[src/rtl/irq_regs_pkg.sv]
`default_nettype none
package irq_regs_pkg;
   // ------------------------------------------------------------
   // Register map (byte addresses on the APB bus)
   // ------------------------------------------------------------
   localparam logic [11:0] ADDR_FLAGS_0 = 12'h000;
   localparam logic [11:0] ADDR_FLAGS_1 = 12'h004;
   localparam logic [11:0] ADDR_FLAGS_2 = 12'h008;
   localparam logic [11:0] ADDR_ENABLES_0 = 12'h00c;
   localparam logic [11:0] ADDR_ENABLES_1 = 12'h010;
   localparam logic [11:0] ADDR_IRQ_STATUS = 12'h014;
   localparam logic [11:0] ADDR_IRQ_MASK = 12'h018;

   // ------------------------------------------------------------
   // Widths, reset values and implemented-bit masks
   // ------------------------------------------------------------
   localparam int REG_W = 16;
   localparam int NUM_SRC = 80;
   localparam logic [15:0] FLAGS_RST = 16'h0000;
   localparam logic [15:0] ENABLES_RST = 16'h0000;
   localparam logic [15:0] FLAGS_2_IMPL = 16'h1fff;
   localparam logic [2:0] IRQ_EVT_RST = 3'h0;

   // Fixed bit positions of the named sources
   localparam int EXT_IRQ0_BIT = 0;
   localparam int CAPTURE1_BIT = 1;

   // Sticky event bits of the block's own status register
   localparam int EVT_NEW_PEND = 0;
   localparam int EVT_RAISED = 1;
   localparam int EVT_BAD_ADDR = 2;
endpackage
`default_nettype wire

[src/rtl/irq_flag_bank.sv]
`default_nettype none
// One 16-bit bank of request flags with separate set and clear strobes
module irq_flag_bank
   import irq_regs_pkg::*;
#(
   parameter logic [15:0] IMPL = 16'hffff
) (
   input wire logic core_clk_i,
   input wire logic srst_i,
   input wire logic [15:0] set_i,
   input wire logic [15:0] clr_i,
   output logic [15:0] flags_o
);
   logic [15:0] flags_r;
   logic [15:0] flags_nxt;

   // Set wins over a clear in the same cycle so no event is lost
   always_comb begin
      flags_nxt = ((flags_r & ~clr_i) | set_i) & IMPL;
   end

   // Only the software clear strobe or srst_i brings a flag back to zero
   always_ff @(posedge core_clk_i) begin
      if (srst_i) begin
         flags_r <= FLAGS_RST;
      end else begin
         flags_r <= flags_nxt;
      end
   end

   assign flags_o = flags_r;
endmodule
`default_nettype wire

[src/rtl/irq_pend_gate.sv]
`default_nettype none
// Per-source gating of flag by enable, registered
module irq_pend_gate (
   input wire logic core_clk_i,
   input wire logic srst_i,
   input wire logic [15:0] flags_i,
   input wire logic [15:0] enables_i,
   output logic [15:0] pend_o,
   output logic any_o
);
   logic [15:0] pend_r;
   logic [15:0] pend_nxt;
   logic any_r;
   logic any_nxt;

   // Each enable gates exactly its own flag, bit for bit
   always_comb begin
      pend_nxt = flags_i & enables_i;
      any_nxt = |pend_nxt;
   end

   // Registered so the arbiter sees glitch-free requests
   always_ff @(posedge core_clk_i) begin
      if (srst_i) begin
         pend_r <= 16'h0000;
         any_r <= 1'b0;
      end else begin
         pend_r <= pend_nxt;
         any_r <= any_nxt;
      end
   end

   assign pend_o = pend_r;
   assign any_o = any_r;
endmodule
`default_nettype wire

[src/rtl/irq_flag_enable_regs.sv]
// The placing of the registers and the APB register port were chosen for this implementation.
`default_nettype none
// Behaviour
// - Flag reads 1 after its request, else 0
// - Enable 1 passes request, 0 blocks it; flags2 requests are always blocked here
// - Flags0 bit1 capture1, bit0 external irq0
// - Flags1 15..8 capture6..3, can1, spi2, uart2
// - Flags1 7..0 ext2, timers, compares, captures, ext1
// - Flags2 15..13 read zero, 12..4 sources
// - Flags2 3..0 compare8..5, read/write, reset 0
// - Enables0 bits 15..0 in source order
// - Enables0 bit0 ext irq0, bit1 capture1
// - Source sets flag; only software clears it
// - Each enable gates exactly one source
// - Bit positions follow vector source order
module irq_flag_enable_regs
   import irq_regs_pkg::*;
(
   input wire logic core_clk_i,
   input wire logic srst_i,
   // APB slave
   input wire logic psel_i,
   input wire logic penable_i,
   input wire logic pwrite_i,
   input wire logic [11:0] paddr_i,
   input wire logic [31:0] pwdata_i,
   input wire logic [3:0] pstrb_i,
   output logic [31:0] prdata_o,
   output logic pready_o,
   output logic pslverr_o,
   // Request pulses from peripherals, bit order as vector order
   input wire logic [15:0] src0_i,
   input wire logic [15:0] src1_i,
   input wire logic [15:0] src2_i,
   // Gated requests towards priority arbitration
   output logic [15:0] pend0_o,
   output logic [15:0] pend1_o,
   output logic [15:0] pend2_o,
   output logic pend_any_o,
   output logic irq_o
);
   // ------------------------------------------------------------
   // Bus decode
   // ------------------------------------------------------------
   logic acc;
   logic wr;
   logic rd;
   logic hit;
   logic lo_we;
   logic hi_we;
   logic [15:0] wmask;
   logic [15:0] wval;

   // Access phase; registers answer with zero wait states
   always_comb begin
      acc = psel_i & penable_i;
      wr = acc & pwrite_i;
      rd = acc & ~pwrite_i;
      lo_we = pstrb_i[0];
      hi_we = pstrb_i[1];
      wmask = {{8{hi_we}}, {8{lo_we}}};
      wval = pwdata_i[15:0];
      hit = (paddr_i == ADDR_FLAGS_0) | (paddr_i == ADDR_FLAGS_1) |
            (paddr_i == ADDR_FLAGS_2) | (paddr_i == ADDR_ENABLES_0) |
            (paddr_i == ADDR_ENABLES_1) | (paddr_i == ADDR_IRQ_STATUS) |
            (paddr_i == ADDR_IRQ_MASK);
   end

   // ------------------------------------------------------------
   // Flag banks
   // ------------------------------------------------------------
   logic [15:0] clr0;
   logic [15:0] clr1;
   logic [15:0] clr2;
   logic [15:0] flags0;
   logic [15:0] flags1;
   logic [15:0] flags2;
   logic [15:0] set0;
   logic [15:0] set1;
   logic [15:0] set2;
   logic [15:0] sw_set0;
   logic [15:0] sw_set1;
   logic [15:0] sw_set2;

   // Flags are read/write: a write stores the value in the lanes written.
   // A written zero clears; a written one sets, like a software request.
   always_comb begin
      sw_set0 = '0;
      sw_set1 = '0;
      sw_set2 = '0;
      clr0 = '0;
      clr1 = '0;
      clr2 = '0;
      if (wr && paddr_i == ADDR_FLAGS_0) begin
         sw_set0 = wval & wmask;
         clr0 = ~wval & wmask;
      end
      if (wr && paddr_i == ADDR_FLAGS_1) begin
         sw_set1 = wval & wmask;
         clr1 = ~wval & wmask;
      end
      if (wr && paddr_i == ADDR_FLAGS_2) begin
         sw_set2 = wval & wmask;
         clr2 = ~wval & wmask;
      end
      // Bit i of each source vector lands on flag bit i
      set0 = src0_i | sw_set0;
      set1 = src1_i | sw_set1;
      set2 = src2_i | sw_set2;
   end

   irq_flag_bank #(.IMPL(16'hffff)) u_flags0 (
      .core_clk_i(core_clk_i),
      .srst_i(srst_i),
      .set_i(set0),
      .clr_i(clr0),
      .flags_o(flags0)
   );

   irq_flag_bank #(.IMPL(16'hffff)) u_flags1 (
      .core_clk_i(core_clk_i),
      .srst_i(srst_i),
      .set_i(set1),
      .clr_i(clr1),
      .flags_o(flags1)
   );

   // Top three bits not implemented, read as zero
   irq_flag_bank #(.IMPL(FLAGS_2_IMPL)) u_flags2 (
      .core_clk_i(core_clk_i),
      .srst_i(srst_i),
      .set_i(set2),
      .clr_i(clr2),
      .flags_o(flags2)
   );

   // ------------------------------------------------------------
   // Enable registers
   // ------------------------------------------------------------
   logic [15:0] en0_r;
   logic [15:0] en0_nxt;
   logic [15:0] en1_r;
   logic [15:0] en1_nxt;
   logic [15:0] en2;

   // Plain byte-lane writes, no side effects
   always_comb begin
      en0_nxt = en0_r;
      en1_nxt = en1_r;
      if (wr && paddr_i == ADDR_ENABLES_0) begin
         en0_nxt = (en0_r & ~wmask) | (wval & wmask);
      end
      if (wr && paddr_i == ADDR_ENABLES_1) begin
         en1_nxt = (en1_r & ~wmask) | (wval & wmask);
      end
   end

   always_ff @(posedge core_clk_i) begin
      if (srst_i) begin
         en0_r <= ENABLES_RST;
         en1_r <= ENABLES_RST;
      end else begin
         en0_r <= en0_nxt;
         en1_r <= en1_nxt;
      end
   end

   // The third enable register lies outside this block; its sources
   // are held disabled here so they never reach arbitration.
   assign en2 = 16'h0000;

   // ------------------------------------------------------------
   // Gating toward arbitration
   // ------------------------------------------------------------
   logic any0;
   logic any1;
   logic any2;

   irq_pend_gate u_gate0 (
      .core_clk_i(core_clk_i),
      .srst_i(srst_i),
      .flags_i(flags0),
      .enables_i(en0_r),
      .pend_o(pend0_o),
      .any_o(any0)
   );

   irq_pend_gate u_gate1 (
      .core_clk_i(core_clk_i),
      .srst_i(srst_i),
      .flags_i(flags1),
      .enables_i(en1_r),
      .pend_o(pend1_o),
      .any_o(any1)
   );

   irq_pend_gate u_gate2 (
      .core_clk_i(core_clk_i),
      .srst_i(srst_i),
      .flags_i(flags2),
      .enables_i(en2),
      .pend_o(pend2_o),
      .any_o(any2)
   );

   // ------------------------------------------------------------
   // Block interrupt: sticky events, mask, level output
   // ------------------------------------------------------------
   logic [2:0] evt_r;
   logic [2:0] evt_nxt;
   logic [2:0] mask_r;
   logic [2:0] mask_nxt;
   logic any_now;
   logic any_d_r;
   logic any_d_nxt;
   logic [15:0] newbits;
   logic [2:0] evt_set;
   logic irq_r;
   logic irq_nxt;
   logic pend_any_r;

   // Events: a source setting a clear flag, pending rising, bad bus address.
   // Set beats the write-one clear issued in the same cycle.
   always_comb begin
      any_now = any0 | any1 | any2;
      any_d_nxt = any_now;
      newbits = (src0_i & ~flags0) | (src1_i & ~flags1) |
                (src2_i & ~flags2 & FLAGS_2_IMPL);
      evt_set = '0;
      evt_set[EVT_NEW_PEND] = |newbits;
      evt_set[EVT_RAISED] = any_now & ~any_d_r;
      evt_set[EVT_BAD_ADDR] = acc & ~hit;
      evt_nxt = evt_r;
      mask_nxt = mask_r;
      if (wr && lo_we && paddr_i == ADDR_IRQ_STATUS) begin
         evt_nxt = evt_r & ~pwdata_i[2:0];
      end
      if (wr && lo_we && paddr_i == ADDR_IRQ_MASK) begin
         mask_nxt = pwdata_i[2:0];
      end
      evt_nxt = evt_nxt | evt_set;
      irq_nxt = |(evt_nxt & mask_nxt);
   end

   always_ff @(posedge core_clk_i) begin
      if (srst_i) begin
         evt_r <= IRQ_EVT_RST;
         mask_r <= IRQ_EVT_RST;
         any_d_r <= 1'b0;
         irq_r <= 1'b0;
         pend_any_r <= 1'b0;
      end else begin
         evt_r <= evt_nxt;
         mask_r <= mask_nxt;
         any_d_r <= any_d_nxt;
         irq_r <= irq_nxt;
         pend_any_r <= any_now;
      end
   end

   assign irq_o = irq_r;
   assign pend_any_o = pend_any_r;

   // ------------------------------------------------------------
   // Read data and response
   // ------------------------------------------------------------
   logic [31:0] rdata_r;
   logic [31:0] rdata_nxt;
   logic err_nxt;

   // Data are registered in the setup cycle so the access phase
   // completes at once; unmapped addresses answer with an error.
   always_comb begin
      rdata_nxt = 32'h0000_0000;
      case (paddr_i)
         ADDR_FLAGS_0: rdata_nxt = {16'h0000, flags0};
         ADDR_FLAGS_1: rdata_nxt = {16'h0000, flags1};
         ADDR_FLAGS_2: rdata_nxt = {16'h0000, flags2};
         ADDR_ENABLES_0: rdata_nxt = {16'h0000, en0_r};
         ADDR_ENABLES_1: rdata_nxt = {16'h0000, en1_r};
         ADDR_IRQ_STATUS: rdata_nxt = {29'h0, evt_r};
         ADDR_IRQ_MASK: rdata_nxt = {29'h0, mask_r};
         default: rdata_nxt = 32'h0000_0000;
      endcase
      if (!(psel_i && !penable_i && !pwrite_i)) begin
         rdata_nxt = rdata_r;
      end
      err_nxt = psel_i & ~penable_i & ~hit;
   end

   logic err_r;

   always_ff @(posedge core_clk_i) begin
      if (srst_i) begin
         rdata_r <= 32'h0000_0000;
         err_r <= 1'b0;
      end else begin
         rdata_r <= rdata_nxt;
         err_r <= err_nxt;
      end
   end

   // Ready is a constant high flop: every access takes one phase
   logic ready_r;

   always_ff @(posedge core_clk_i) begin
      if (srst_i) begin
         ready_r <= 1'b0;
      end else begin
         ready_r <= 1'b1;
      end
   end

   assign prdata_o = rdata_r;
   assign pready_o = ready_r;
   assign pslverr_o = err_r;
endmodule
`default_nettype wire

[config.mk]
export PLATFORM = sky130hd
export DESIGN_NAME = irq_flag_enable_regs
export DESIGN_NICKNAME = d
export VERILOG_FILES = /design/src/rtl/irq_regs_pkg.sv /design/src/rtl/irq_flag_bank.sv /design/src/rtl/irq_pend_gate.sv /design/src/rtl/irq_flag_enable_regs.sv
export SDC_FILE = /design/constraint.sdc
export NUM_CORES = 1
export LEC_CHECK = 0
export BUFFER_PORTS_ARGS = -buffer_cell sky130_fd_sc_hd__buf_2
export CELL_PAD_IN_SITES_DETAIL_PLACEMENT = 1
export CELL_PAD_IN_SITES_GLOBAL_PLACEMENT = 2
export CORE_AREA = 2 2 214 111
export DETAILED_ROUTE_END_ITERATION = 12
export DIE_AREA = 0 0 216 113
export PLACE_DENSITY = 0.91
export SYNTH_ARGS = -nofsm -noshare
export SYNTH_HDL_FRONTEND = slang
export SYNTH_HIERARCHICAL = 1
export SYNTH_SLANG_ARGS = --single-unit
[constraint.sdc]
create_clock -name core_clk_i -period 6.7 [get_ports core_clk_i]
set_input_delay 1.34 -clock core_clk_i [delete_from_list [all_inputs] [get_ports core_clk_i]]
set_output_delay 1.34 -clock core_clk_i [all_outputs]
set_load 0.03 [all_outputs]
* Yosys cells after proc, flatten, opt, wreduce, memory -nomap -nowiden *
Index checks and enable logic that the tools add are counted.

operators by class
  eq/ne operators = 6
  mux-type cells = 10
  bitwise gates (word level) = 50
  reduce and logical (&&, ||, !) cells = 17

operator list
  cell                                                               count
  16-bit AND                                                         10
  16-bit OR                                                          7
  16-bit one-hot mux with 7 select lines                             1
  16-bit NOT                                                         6
  16-bit two-way mux                                                 4
  16-bit OR reduction                                                3
  12-bit by 5-bit == test with 1-bit output (second input constant)  3
  13-bit AND                                                         2
  13-bit two-way mux                                                 2
  13-bit NOT                                                         2
  13-bit OR                                                          2
  12-bit by 4-bit == test with 1-bit output (second input constant)  2
  16-bit by 13-bit OR with 16-bit output                             1
  12-bit by 3-bit == test with 1-bit output (second input constant)  1
  12-bit zero test                                                   1
  1-bit logical AND                                                  10
  1-bit OR                                                           7
  1-bit AND                                                          6
  3-bit AND                                                          2
  3-bit two-way mux                                                  2
  1-bit NOT                                                          3
  3-bit NOT                                                          1
  3-bit OR                                                           1
  3-bit OR reduction                                                 1
  2 further kinds                                                    3

storage, ports and cells
  register bits after elaboration = 153
  input port bits = 101
  output and inout bits = 84
  logic and storage cells = 99

* Depth between registers and ports, before layout *
Gate-level depths: netlist (run 1).

  depth after elaboration = 12
  depth in mapped cells = 9
  depth with buffers taken out = 6

* Modules after synthesis *
Netlist (run 1), hierarchy kept.

modules (own cells, without submodules)
  module                         times used  cells each  area each (um2)  seq. area each (um2)
  irq_flag_enable_regs           1           509         4,207.8          1,161.1
  irq_pend_gate                  3           57          520.5            340.3
  irq_flag_bank at u_flags0 ...  2           66          629.4            320.3
  irq_flag_bank at u_flags2      1           57          530.5            260.2

* Worst setup path after synthesis (run 1) *
Ideal clock, no wire load.

  kind = input -> register
  start = input paddr_i[9]
  end = register u_flags0.flags_r[5] (netlist: u_flags0/flags_o[5])
  library setup time = 113 ps
  arrival = 3,095 ps
  required time = 6,587 ps
  path slack = 3,491 ps
  stages on the path = 9
  buffers on the path = 3
  cell sequence = or4_4 > buf_6 > nor3b_4 > buf_2 > nand2_1 > buf_2 > nor2_1 > nand2b_1 > a21oi_2

on the way
  word-level cells in the longest chain between the ends = 6
  elaborated cells on any way between the ends = 8
  those cells by class = 2 x mux; 4 x bitwise; 2 x reduce/logical

ends and longest elaborated chain
  item                    line                        source
  start: declaration      irq_flag_enable_regs.sv:25  input wire logic [11:0] paddr_i,
  12-bit zero test        irq_flag_enable_regs.sv:94  if (wr && paddr_i == ADDR_FLAGS_0) begin
  1-bit logical AND       irq_flag_enable_regs.sv:94
  16-bit two-way mux      irq_flag_enable_regs.sv:94
  named net clr0[5]       irq_flag_enable_regs.sv:72  logic [15:0] clr0;
  16-bit NOT              irq_flag_bank.sv:19         flags_nxt = ((flags_r & ~clr_i) | set_i) & IMPL;
  16-bit AND              irq_flag_bank.sv:19
  16-bit OR               irq_flag_bank.sv:19
  end signal: assignment  irq_flag_bank.sv:27         flags_r <= flags_nxt;
  end: declaration        irq_flag_bank.sv:14         logic [15:0] flags_r;

The timed path passes the listed nets, and every way through them passes these cells.
A chain may end at the register's enable or synchronous reset.

* Final worst setup path (run 1) *
  start = input paddr_i[3]
  end = register u_flags0.flags_r[4] (netlist: u_flags0/flags_o[4])

Same word-level chain as after synthesis.

==> impl_metrics.tcl, run 1 <==
set metrics [dict create \
    drv_cap 0 \
    cts_root_buffer "clkbuf_16" \
    dieHeight_um 113 \
    route.detailed.drc 0 \
    startpoint_type "input pin" \
    hp-class "reg -> reg" \
    cp_num_buf_inv 1 \
    fillers 2721 \
    rows 39 \
    area_growth_pct 19.2 \
    n_antenna_cell 0 \
    final_nets 1099 \
    rsz0062_at_grt "no" \
    initial_core_util_pct 33.5 \
    skew_ps 7.88 \
    cp_slowest_stage_delay_ps 930 \
    cts.sinks 154 \
    final_antenna_net_count 0 \
    layout_commonest_cell "dfxtp_1" \
    crit_chain "buf_2, nor4_1, nor3b_4, nand2_1, nor2_1, nand2b_1, a21oi_2" \
    cts_tree "yes" \
    multiInputGateArea_sq_mm 0.00384 \
    power.density_mw_per_mm2 248 \
    path_class "in -> reg" \
    cts-htree-levels 4 \
    crit_family "simple AND/OR/NAND/NOR gates" \
    numCtsBuffers 17 \
    worst_pin_slew_ps 1300 \
    status "completed" \
    dieArea_sq_mm 0.0244 \
    drtPass1Iterations 6 \
    place_congestion 0.925 \
    drt_iter0_drc 610 \
    die_x_um 216 \
    grt_max_degree 82 \
    antenna_found_initial 1 \
    slew_viol_final 0 \
    irDropWorstVdd_mv 0.123 \
    cp_slowest_cell "nor3b_4" \
    critPathMaxFanout 17 \
    clkLatencyLatePin_ps 440 \
    coreArea_sq_mm 0.0224 \
    wl_mm 29.5 \
    port_buffers 147 \
    vias 6909 \
    leakagePower_nw 3.86 \
    grt_pass1_vias 6965 \
    cts_setup_buffers 0 \
    setup_viol 0 \
    ys_warn_count 6 \
    cp_data_arrival_time_ps 4510 \
    syn_inst 863 \
    fin_tns_setup_ps 0 \
    grt_pass1_wl_mm 43.4 \
    final_cell_count_no_fill 1315 \
    post_cts_resized 0 \
    cts_buffer_depth 2 \
    dp_cells 1285 \
    hold_buffers 0 \
    io_pins 185 \
    endpoint_kind "flip-flop" \
    syn_area_sq_mm 0.00752 \
    slew_headroom_pct 11.4 \
    synth_area_per_cell_sq_um 8.71 \
    hold_viol_final 0 \
    wl_per_cell_um 22.4 \
    avgViaCountPerCell 5.25 \
    fmax_ghz 0.237 \
    final_cell_mix "dfxtp_1, buf_2, nor2_1" \
    period_minus_slack_ps 4230 \
    cp.required_ps 6990 \
    seq_area_sq_mm 0.00308 \
    grt_use_total_pct 24.3 \
    dpl.hpwl_mm 22.3 \
    path_clk_slew_ps 60 \
    drive_gt1_share_pct 29.0 \
    grt.overflow.total 0 \
    min_period_over_period_pct 63.1 \
]
[worst register-to-register path, delay by kind of cell, from the launching register on]
family / cells / cell delay (ps)
AND/OR/NAND/NOR: 3 / 1210
AO/OA/AOI/OAI: 2 / 1100
flip-flops: 1 / 420
[layout make-up]
class                      instances  share of cell area, %
clock buffer                      21                   5.25
clock inverter                     8                   1.61
inverter                          68                   2.85
multi-input combinational        603                   42.8
sequential                       154                   34.4
tap                              307                   4.28
timing repair buffer             154                   8.79
[power breakdown]
part / switching (mW) / total [mW] / internal, mW
clock: 0.390 / 1.04 / 0.645
combinational: 0.146 / 0.219 / 0.0734
sequential: 0.0289 / 0.970 / 0.941
[routing by layer]
| metal | up-vias | track usage, % | share of wire [%] |
|---|---|---|---|
| li1 | 3173 | - | - |
| met1 | 3463 | 33.5 | 47 |
| met2 | 243 | 35.6 | 43 |
| met3 | 30 | 8.63 | 9.1 |
| met4 | 0 | 7.03 | 1.4 |
| met5 | - | 0 | 0 |
[final timing paths]
path         depth (start not counted)  slack, ps            startpoint                  end
min reg2reg                          2        450          prdata_o[10]         prdata_o[10]
min                                  2        450          prdata_o[10]         prdata_o[10]
max reg2reg                          5       3830  u_flags0/flags_o[12]                irq_o
max                                  7       2470            paddr_i[3]  u_flags0/flags_o[4]
[through the flow]
| stage | area, sq um | total power [mW] | util (%) | hold WS, ps | setup WS (ps) |
|---|---|---|---|---|---|
| floorplan | 7640 | 1.12 | - | 426 | 3490 |
| global placement | 8350 | 1.19 | 37.2 | 435 | 2370 |
| detailed placement | 8350 | 1.20 | 37.2 | 447 | 2260 |
| CTS | 8960 | 2.24 | 39.9 | 458 | 2640 |
| global route | 8960 | 2.30 | 39.9 | 484 | 2400 |
| finish | 8960 | 2.23 | 39.9 | 451 | 2470 |
(Power assumes the default switching activity.)
==> inputs of run 2 (changes only) <==
Settings changed: CORE_AREA 2 2 214 111 to 2 2 232 120, DIE_AREA 0 0 216 113 to 0 0 234 122, PLACE_DENSITY 0.91 to 0.82.
Clock period 6.7 ns to 3.76 ns, I/O delays scaled along.
==> run 2 against run 1 <==
  * Global-route usage is 2.7 points lower
  * Critical path type unchanged
  * Worst hold slack got worse by 5.3 ps
  * Cell count rose by 5.9%
  * Utilization down 5.7 points
  * Combinational power rose by 84%
==> impl_metrics.tcl, run 2 (synthesized netlist as in run 1, its figures left out) <==
set metrics [dict create \
    place_congestion 0.885 \
    grt_pass1_vias 7027 \
    startpoint_type "input pin" \
    coreArea_sq_mm 0.0268 \
    slew_viol_final 0 \
    setup_viol 0 \
    pre_cts_slack_ps 669 \
    cts.sinks 154 \
    post_cts_resized 0 \
    cp.required_ps 4070 \
    power.density_mw_per_mm2 422 \
    worst_pin_slew_ps 836 \
    rsz0062_at_grt "no" \
    drv_cap 0 \
    min_period_over_period_pct 70.8 \
    io_pins 185 \
    period_minus_slack_ps 2660 \
    hold_viol_final 0 \
    clkPwrFrac_pct 45.0 \
    vias 6942 \
    grt_use_total_pct 21.6 \
    initial_core_util_pct 28.0 \
    min_path_cells 2 \
    route.detailed.drc 0 \
    clkLatencyLatePin_ps 450 \
    port_buffers 147 \
    drive_gt1_share_pct 30.3 \
    dpl.hpwl_mm 23.7 \
    slew_headroom_pct 42.8 \
    leakagePower_nw 3.97 \
    seq_area_sq_mm 0.00308 \
    drtPass1Iterations 6 \
    cts_buffer_depth 2 \
    hold_buffers 0 \
    final_nets 1120 \
    die_x_um 234 \
    swShare_pct 26.4 \
    cts-htree-levels 4 \
    avgViaCountPerCell 4.98 \
    r2r_slack_ps 1590 \
    drt_iter0_drc 620 \
    cts_tree "yes" \
    irDropWorstVdd_mv 0.301 \
    dieArea_sq_mm 0.0285 \
    dieHeight_um 122 \
    wl_mm 30.2 \
    grt_pass1_wl_mm 44.0 \
    r2r_cells 6 \
    antenna_found_initial 3 \
    grt_max_degree 142 \
    hp-class "reg -> reg" \
    utilization_pct 34.2 \
    cp_data_arrival_time_ps 2970 \
    skew_ps 6.89 \
    fillers 3215 \
    grt.overflow.total 0 \
    p_int_mw 2.86 \
    rows 43 \
    multiInputGateArea_sq_mm 0.00384 \
    path_class "in -> reg" \
    hold_end "prdata_o[7]" \
    seqPwrFrac_pct 44.6 \
    hold_start "prdata_o[7]" \
    critPathMaxFanout 14 \
    r2r-end "irq_o" \
    wl_per_cell_um 21.7 \
    layout_commonest_cell "dfxtp_1" \
    status "completed" \
    path_clk_slew_ps 60 \
    cts_setup_buffers 0 \
    cts_root_buffer "clkbuf_16" \
    setup_ws_ps 1100 \
    final_antenna_net_count 0 \
    fmax_ghz 0.376 \
    p_sw_mw 1.02 \
    timing.rr.start "u_flags2/flags_o[12]" \
    power_frac_comb_pct 10.4 \
    final_cell_mix "dfxtp_1, buf_2, nor2_1" \
    area_growth_pct 22.2 \
    numCtsBuffers 17 \
    endpoint_kind "flip-flop" \
    fin_tns_setup_ps 0 \
]
-- run 2: changes by cell type in the layout (fill, tap and decap cells not counted), sizes merged --
cell,previous run,this run
bufinv,4,2
clkbuf,22,25
buf,153,175
diode,0,1
clkinv,5,6
-- run 2: worst max-delay path by stage --
stage | end | cells past startpoint | start
after floorplan | u_flags0/flags_o[5] | 9 | paddr_i[9]
after global placement | irq_o | 7 | paddr_i[5]
after detailed placement | u_flags2/flags_o[3] | 7 | paddr_i[3]
after CTS | u_flags2/flags_o[3] | 7 | paddr_i[3]
after global routing | u_flags2/flags_o[11] | 7 | paddr_i[3]
final | u_flags2/flags_o[7] | 7 | paddr_i[3]
-- run 2: per-layer routing --
| layer | routed length (um) | share of wire [%] | up-vias | GRT usage [%] |
|---|---|---|---|---|
| li1 | - | - | 3228 | - |
| met1 | 14900 | 49 | 3481 | 30.6 |
| met2 | 12700 | 42 | 198 | 31.5 |
| met3 | 2080 | 6.9 | 35 | 6.04 |
| met4 | 524 | 1.7 | 0 | 6.72 |
| met5 | 0 | 0 | - | 0 |
-- run 2: cell type report --
| type | count | area share [%] |
|---|---|---|
| multi-input combinational | 603 | 41.8 |
| sequential | 154 | 33.6 |
| timing repair buffer | 175 | 10.6 |
| clock buffer | 25 | 5.39 |
| tap | 360 | 4.90 |
| inverter | 68 | 2.78 |
| clock inverter | 7 | 0.967 |
| antenna | 1 | 0.0272 |
-- run 2: power groups by stage --
stage                     clock network, mW  registers (mW)  logic, mW
final                                  1.75            1.73      0.403
after global routing                   1.86            1.73      0.435
after CTS                              1.79            1.73      0.389
after detailed placement                  0            1.77      0.387
after global placement                    0            1.76      0.379
after floorplan                           0            1.76      0.240
-- run 2: per-stage QoR --
stage	area, sq um	total power, mW	instances	hold slack (ps)
after global placement	8600	2.14	1360	437
final	9190	3.88	1393	445
after floorplan	7640	2.00	896	426
after global routing	9190	4.03	1392	480
after CTS	9190	3.91	1392	451
after detailed placement	8600	2.15	1360	441
-- run 2: critical path, stage by stage --
cell and delay (ps):
buf_2 350, or4b_4 580, nor4_4 330, nand2_1 490
nor2_1 230, nand2b_1 170, a21oi_2 60
==> inputs of run 3 (changes only) <==
Settings changed: ABC_AREA set to 1, CORE_AREA 2 2 232 120 to 2 2 235 121, DIE_AREA 0 0 234 122 to 0 0 237 123, PLACE_DENSITY 0.82 to 0.87.
Clock period 3.76 ns to 2.5 ns, I/O delays scaled along.
==> run 3 against run 2 <==
  * Count of clock-buffer cells in the layout down 3
  * Flip-flop and latch count unchanged
  * Global-route usage down 0.48 points
  * Combinational power up 43%
  * Cell area up 4.7%
  * Die area up 2.1%
  * Largest cell class unchanged
  * Highest routed layer unchanged
==> impl_metrics.tcl, run 3 <==
set metrics [dict create \
    cts.sinks 154 \
    grt.overflow.total 0 \
    skew_ps 6.89 \
    startpoint_type "input pin" \
    area_growth_pct 20.4 \
    fillers 3445 \
    crit_start "paddr_i[5]" \
    final_nets 1408 \
    rows 43 \
    drt_iter0_drc 587 \
    slew_headroom_pct 54.7 \
    timing.rr.start "u_flags2/flags_o[0]" \
    final_cell_mix "nand2_1, inv_1, dfxtp_1" \
    wl_mm 30.3 \
    status "completed" \
    layout_commonest_cell "nand2_1" \
    drtPass1Iterations 5 \
    fmax_ghz 0.553 \
    port_buffers 147 \
    utilization_pct 35.4 \
    route.detailed.drc 0 \
    power.density_mw_per_mm2 615 \
    critPathMaxFanout 32 \
    ys_warn_count 6 \
    vias 7805 \
    cp_slowest_stage_delay_ps 280 \
    grt_pass1_vias 7545 \
    avgViaCountPerCell 4.64 \
    cp.required_ps 2860 \
    grt_max_degree 45 \
    pre_cts_slack_ps 371 \
    dieHeight_um 123 \
    hold_viol_final 0 \
    io_pins 185 \
    cp_slowest_cell "buf_4" \
    hold_start "pwdata_i[6]" \
    leakagePower_nw 4.64 \
    wl_per_cell_um 18.0 \
    dpl.hpwl_mm 23.3 \
    cp_data_arrival_time_ps 2170 \
    numCtsBuffers 17 \
    syn_area_sq_mm 0.00800 \
    setup_viol 0 \
    hp-class "in -> reg" \
    irDropWorstVdd_mv 0.498 \
    cts_buffer_depth 2 \
    endpoint_kind "flip-flop" \
    hold_buffers 0 \
    grt_use_total_pct 21.1 \
    initial_core_util_pct 29.4 \
    dieArea_sq_mm 0.0292 \
    path_clk_slew_ps 60 \
    clkLatencyLatePin_ps 440 \
    worst_pin_slew_ps 678 \
    min_period_over_period_pct 72.3 \
    post_cts_resized 0 \
    cts_root_buffer "clkbuf_16" \
    period_minus_slack_ps 1810 \
    fin_tns_setup_ps 0 \
    drv_cap 0 \
    cts_setup_buffers 0 \
    drive_gt1_share_pct 21.0 \
    syn_inst 1153 \
    grt_pass1_wl_mm 45.6 \
    place_congestion 0.835 \
    cts-htree-levels 4 \
    setup_ws_ps 693 \
    die_x_um 237 \
    antenna_found_initial 1 \
    cts_tree "yes" \
    coreArea_sq_mm 0.0272 \
    power.total_mw 5.92 \
    whs_ps 364 \
    synth_area_per_cell_sq_um 6.93 \
    path_class "in -> reg" \
    slew_viol_final 0 \
    final_antenna_net_count 0 \
    rsz0062_at_grt "no" \
    crit_chain "buf_2, nor2_2, nand2_4, nor2_8, nand3_1, buf_4, o21ai_0, inv_1, a21oi_1" \
]
-- run 3: changes by cell type in the layout (fill, tap and decap cells not counted), sizes merged, moves of 10 or more --
cell     previous run  this run
o21bai              0        40
nand4              18         6
nand2              72       261
a31o               45         0
a2111oi            10         0
mux2i              44         0
inv                67       189
nand2b             63         0
a222oi             17         0
nor2b              31         0
nand3               0       107
o21ai              13        55
a21oi              47        89
nor2              134       164
-- run 3: final timing paths --
kind	cells past startpoint	slack, ps	endpoint
worst max-delay path	9	690	u_flags1/flags_o[15]
worst min-delay path	3	360	flip-flop
worst min register to register	2	470	prdata_o[0]
worst max register to register	9	880	irq_o
-- run 3: final cells by class --
cell class              count  area, sq um  area share (%)
multi-input cells         777         3840            39.9
flip-flops and latches    154         3080            32.0
repair buffers            168          933            9.70
inverters                 189          711            7.38
clock buffers              22          464            4.82
well taps                 360          450            4.68
clock inverters            10          141            1.47
diodes                      1         2.50          0.0260
-- run 3: layer usage --
layer | GRT usage [%] | share of wire (%) | up-vias | wire length (um)
met4 | 5.89 | 1.2 | 0 | 377
met1 | 33.6 | 54 | 3703 | 16400
li1 | - | - | 3857 | -
met3 | 3.51 | 6.5 | 24 | 1970
met5 | 0 | 0 | - | 0
met2 | 28.3 | 38 | 221 | 11500
-- run 3: report_power, final --
part	internal, mW	leakage [nW]	switching (mW)
combinational	0.186	3.09	0.392
clock	1.63	0.291	1.11
sequential	2.52	1.26	0.0823
total	4.33	4.64	1.58
-- run 3: critical path: cells and delay by family --
family	cells	cell delay (ps)
compound gates	2	470
simple gates	4	690
buf+inv	3	500
-- run 3: through the flow --
| step | cells | instance area, sq um |
|---|---|---|
| floorplan | 1186 | 8120 |
| detailed placement | 1648 | 9020 |
| global placement | 1648 | 9020 |
| global route | 1680 | 9620 |
| finish | 1681 | 9620 |
| CTS | 1680 | 9620 |
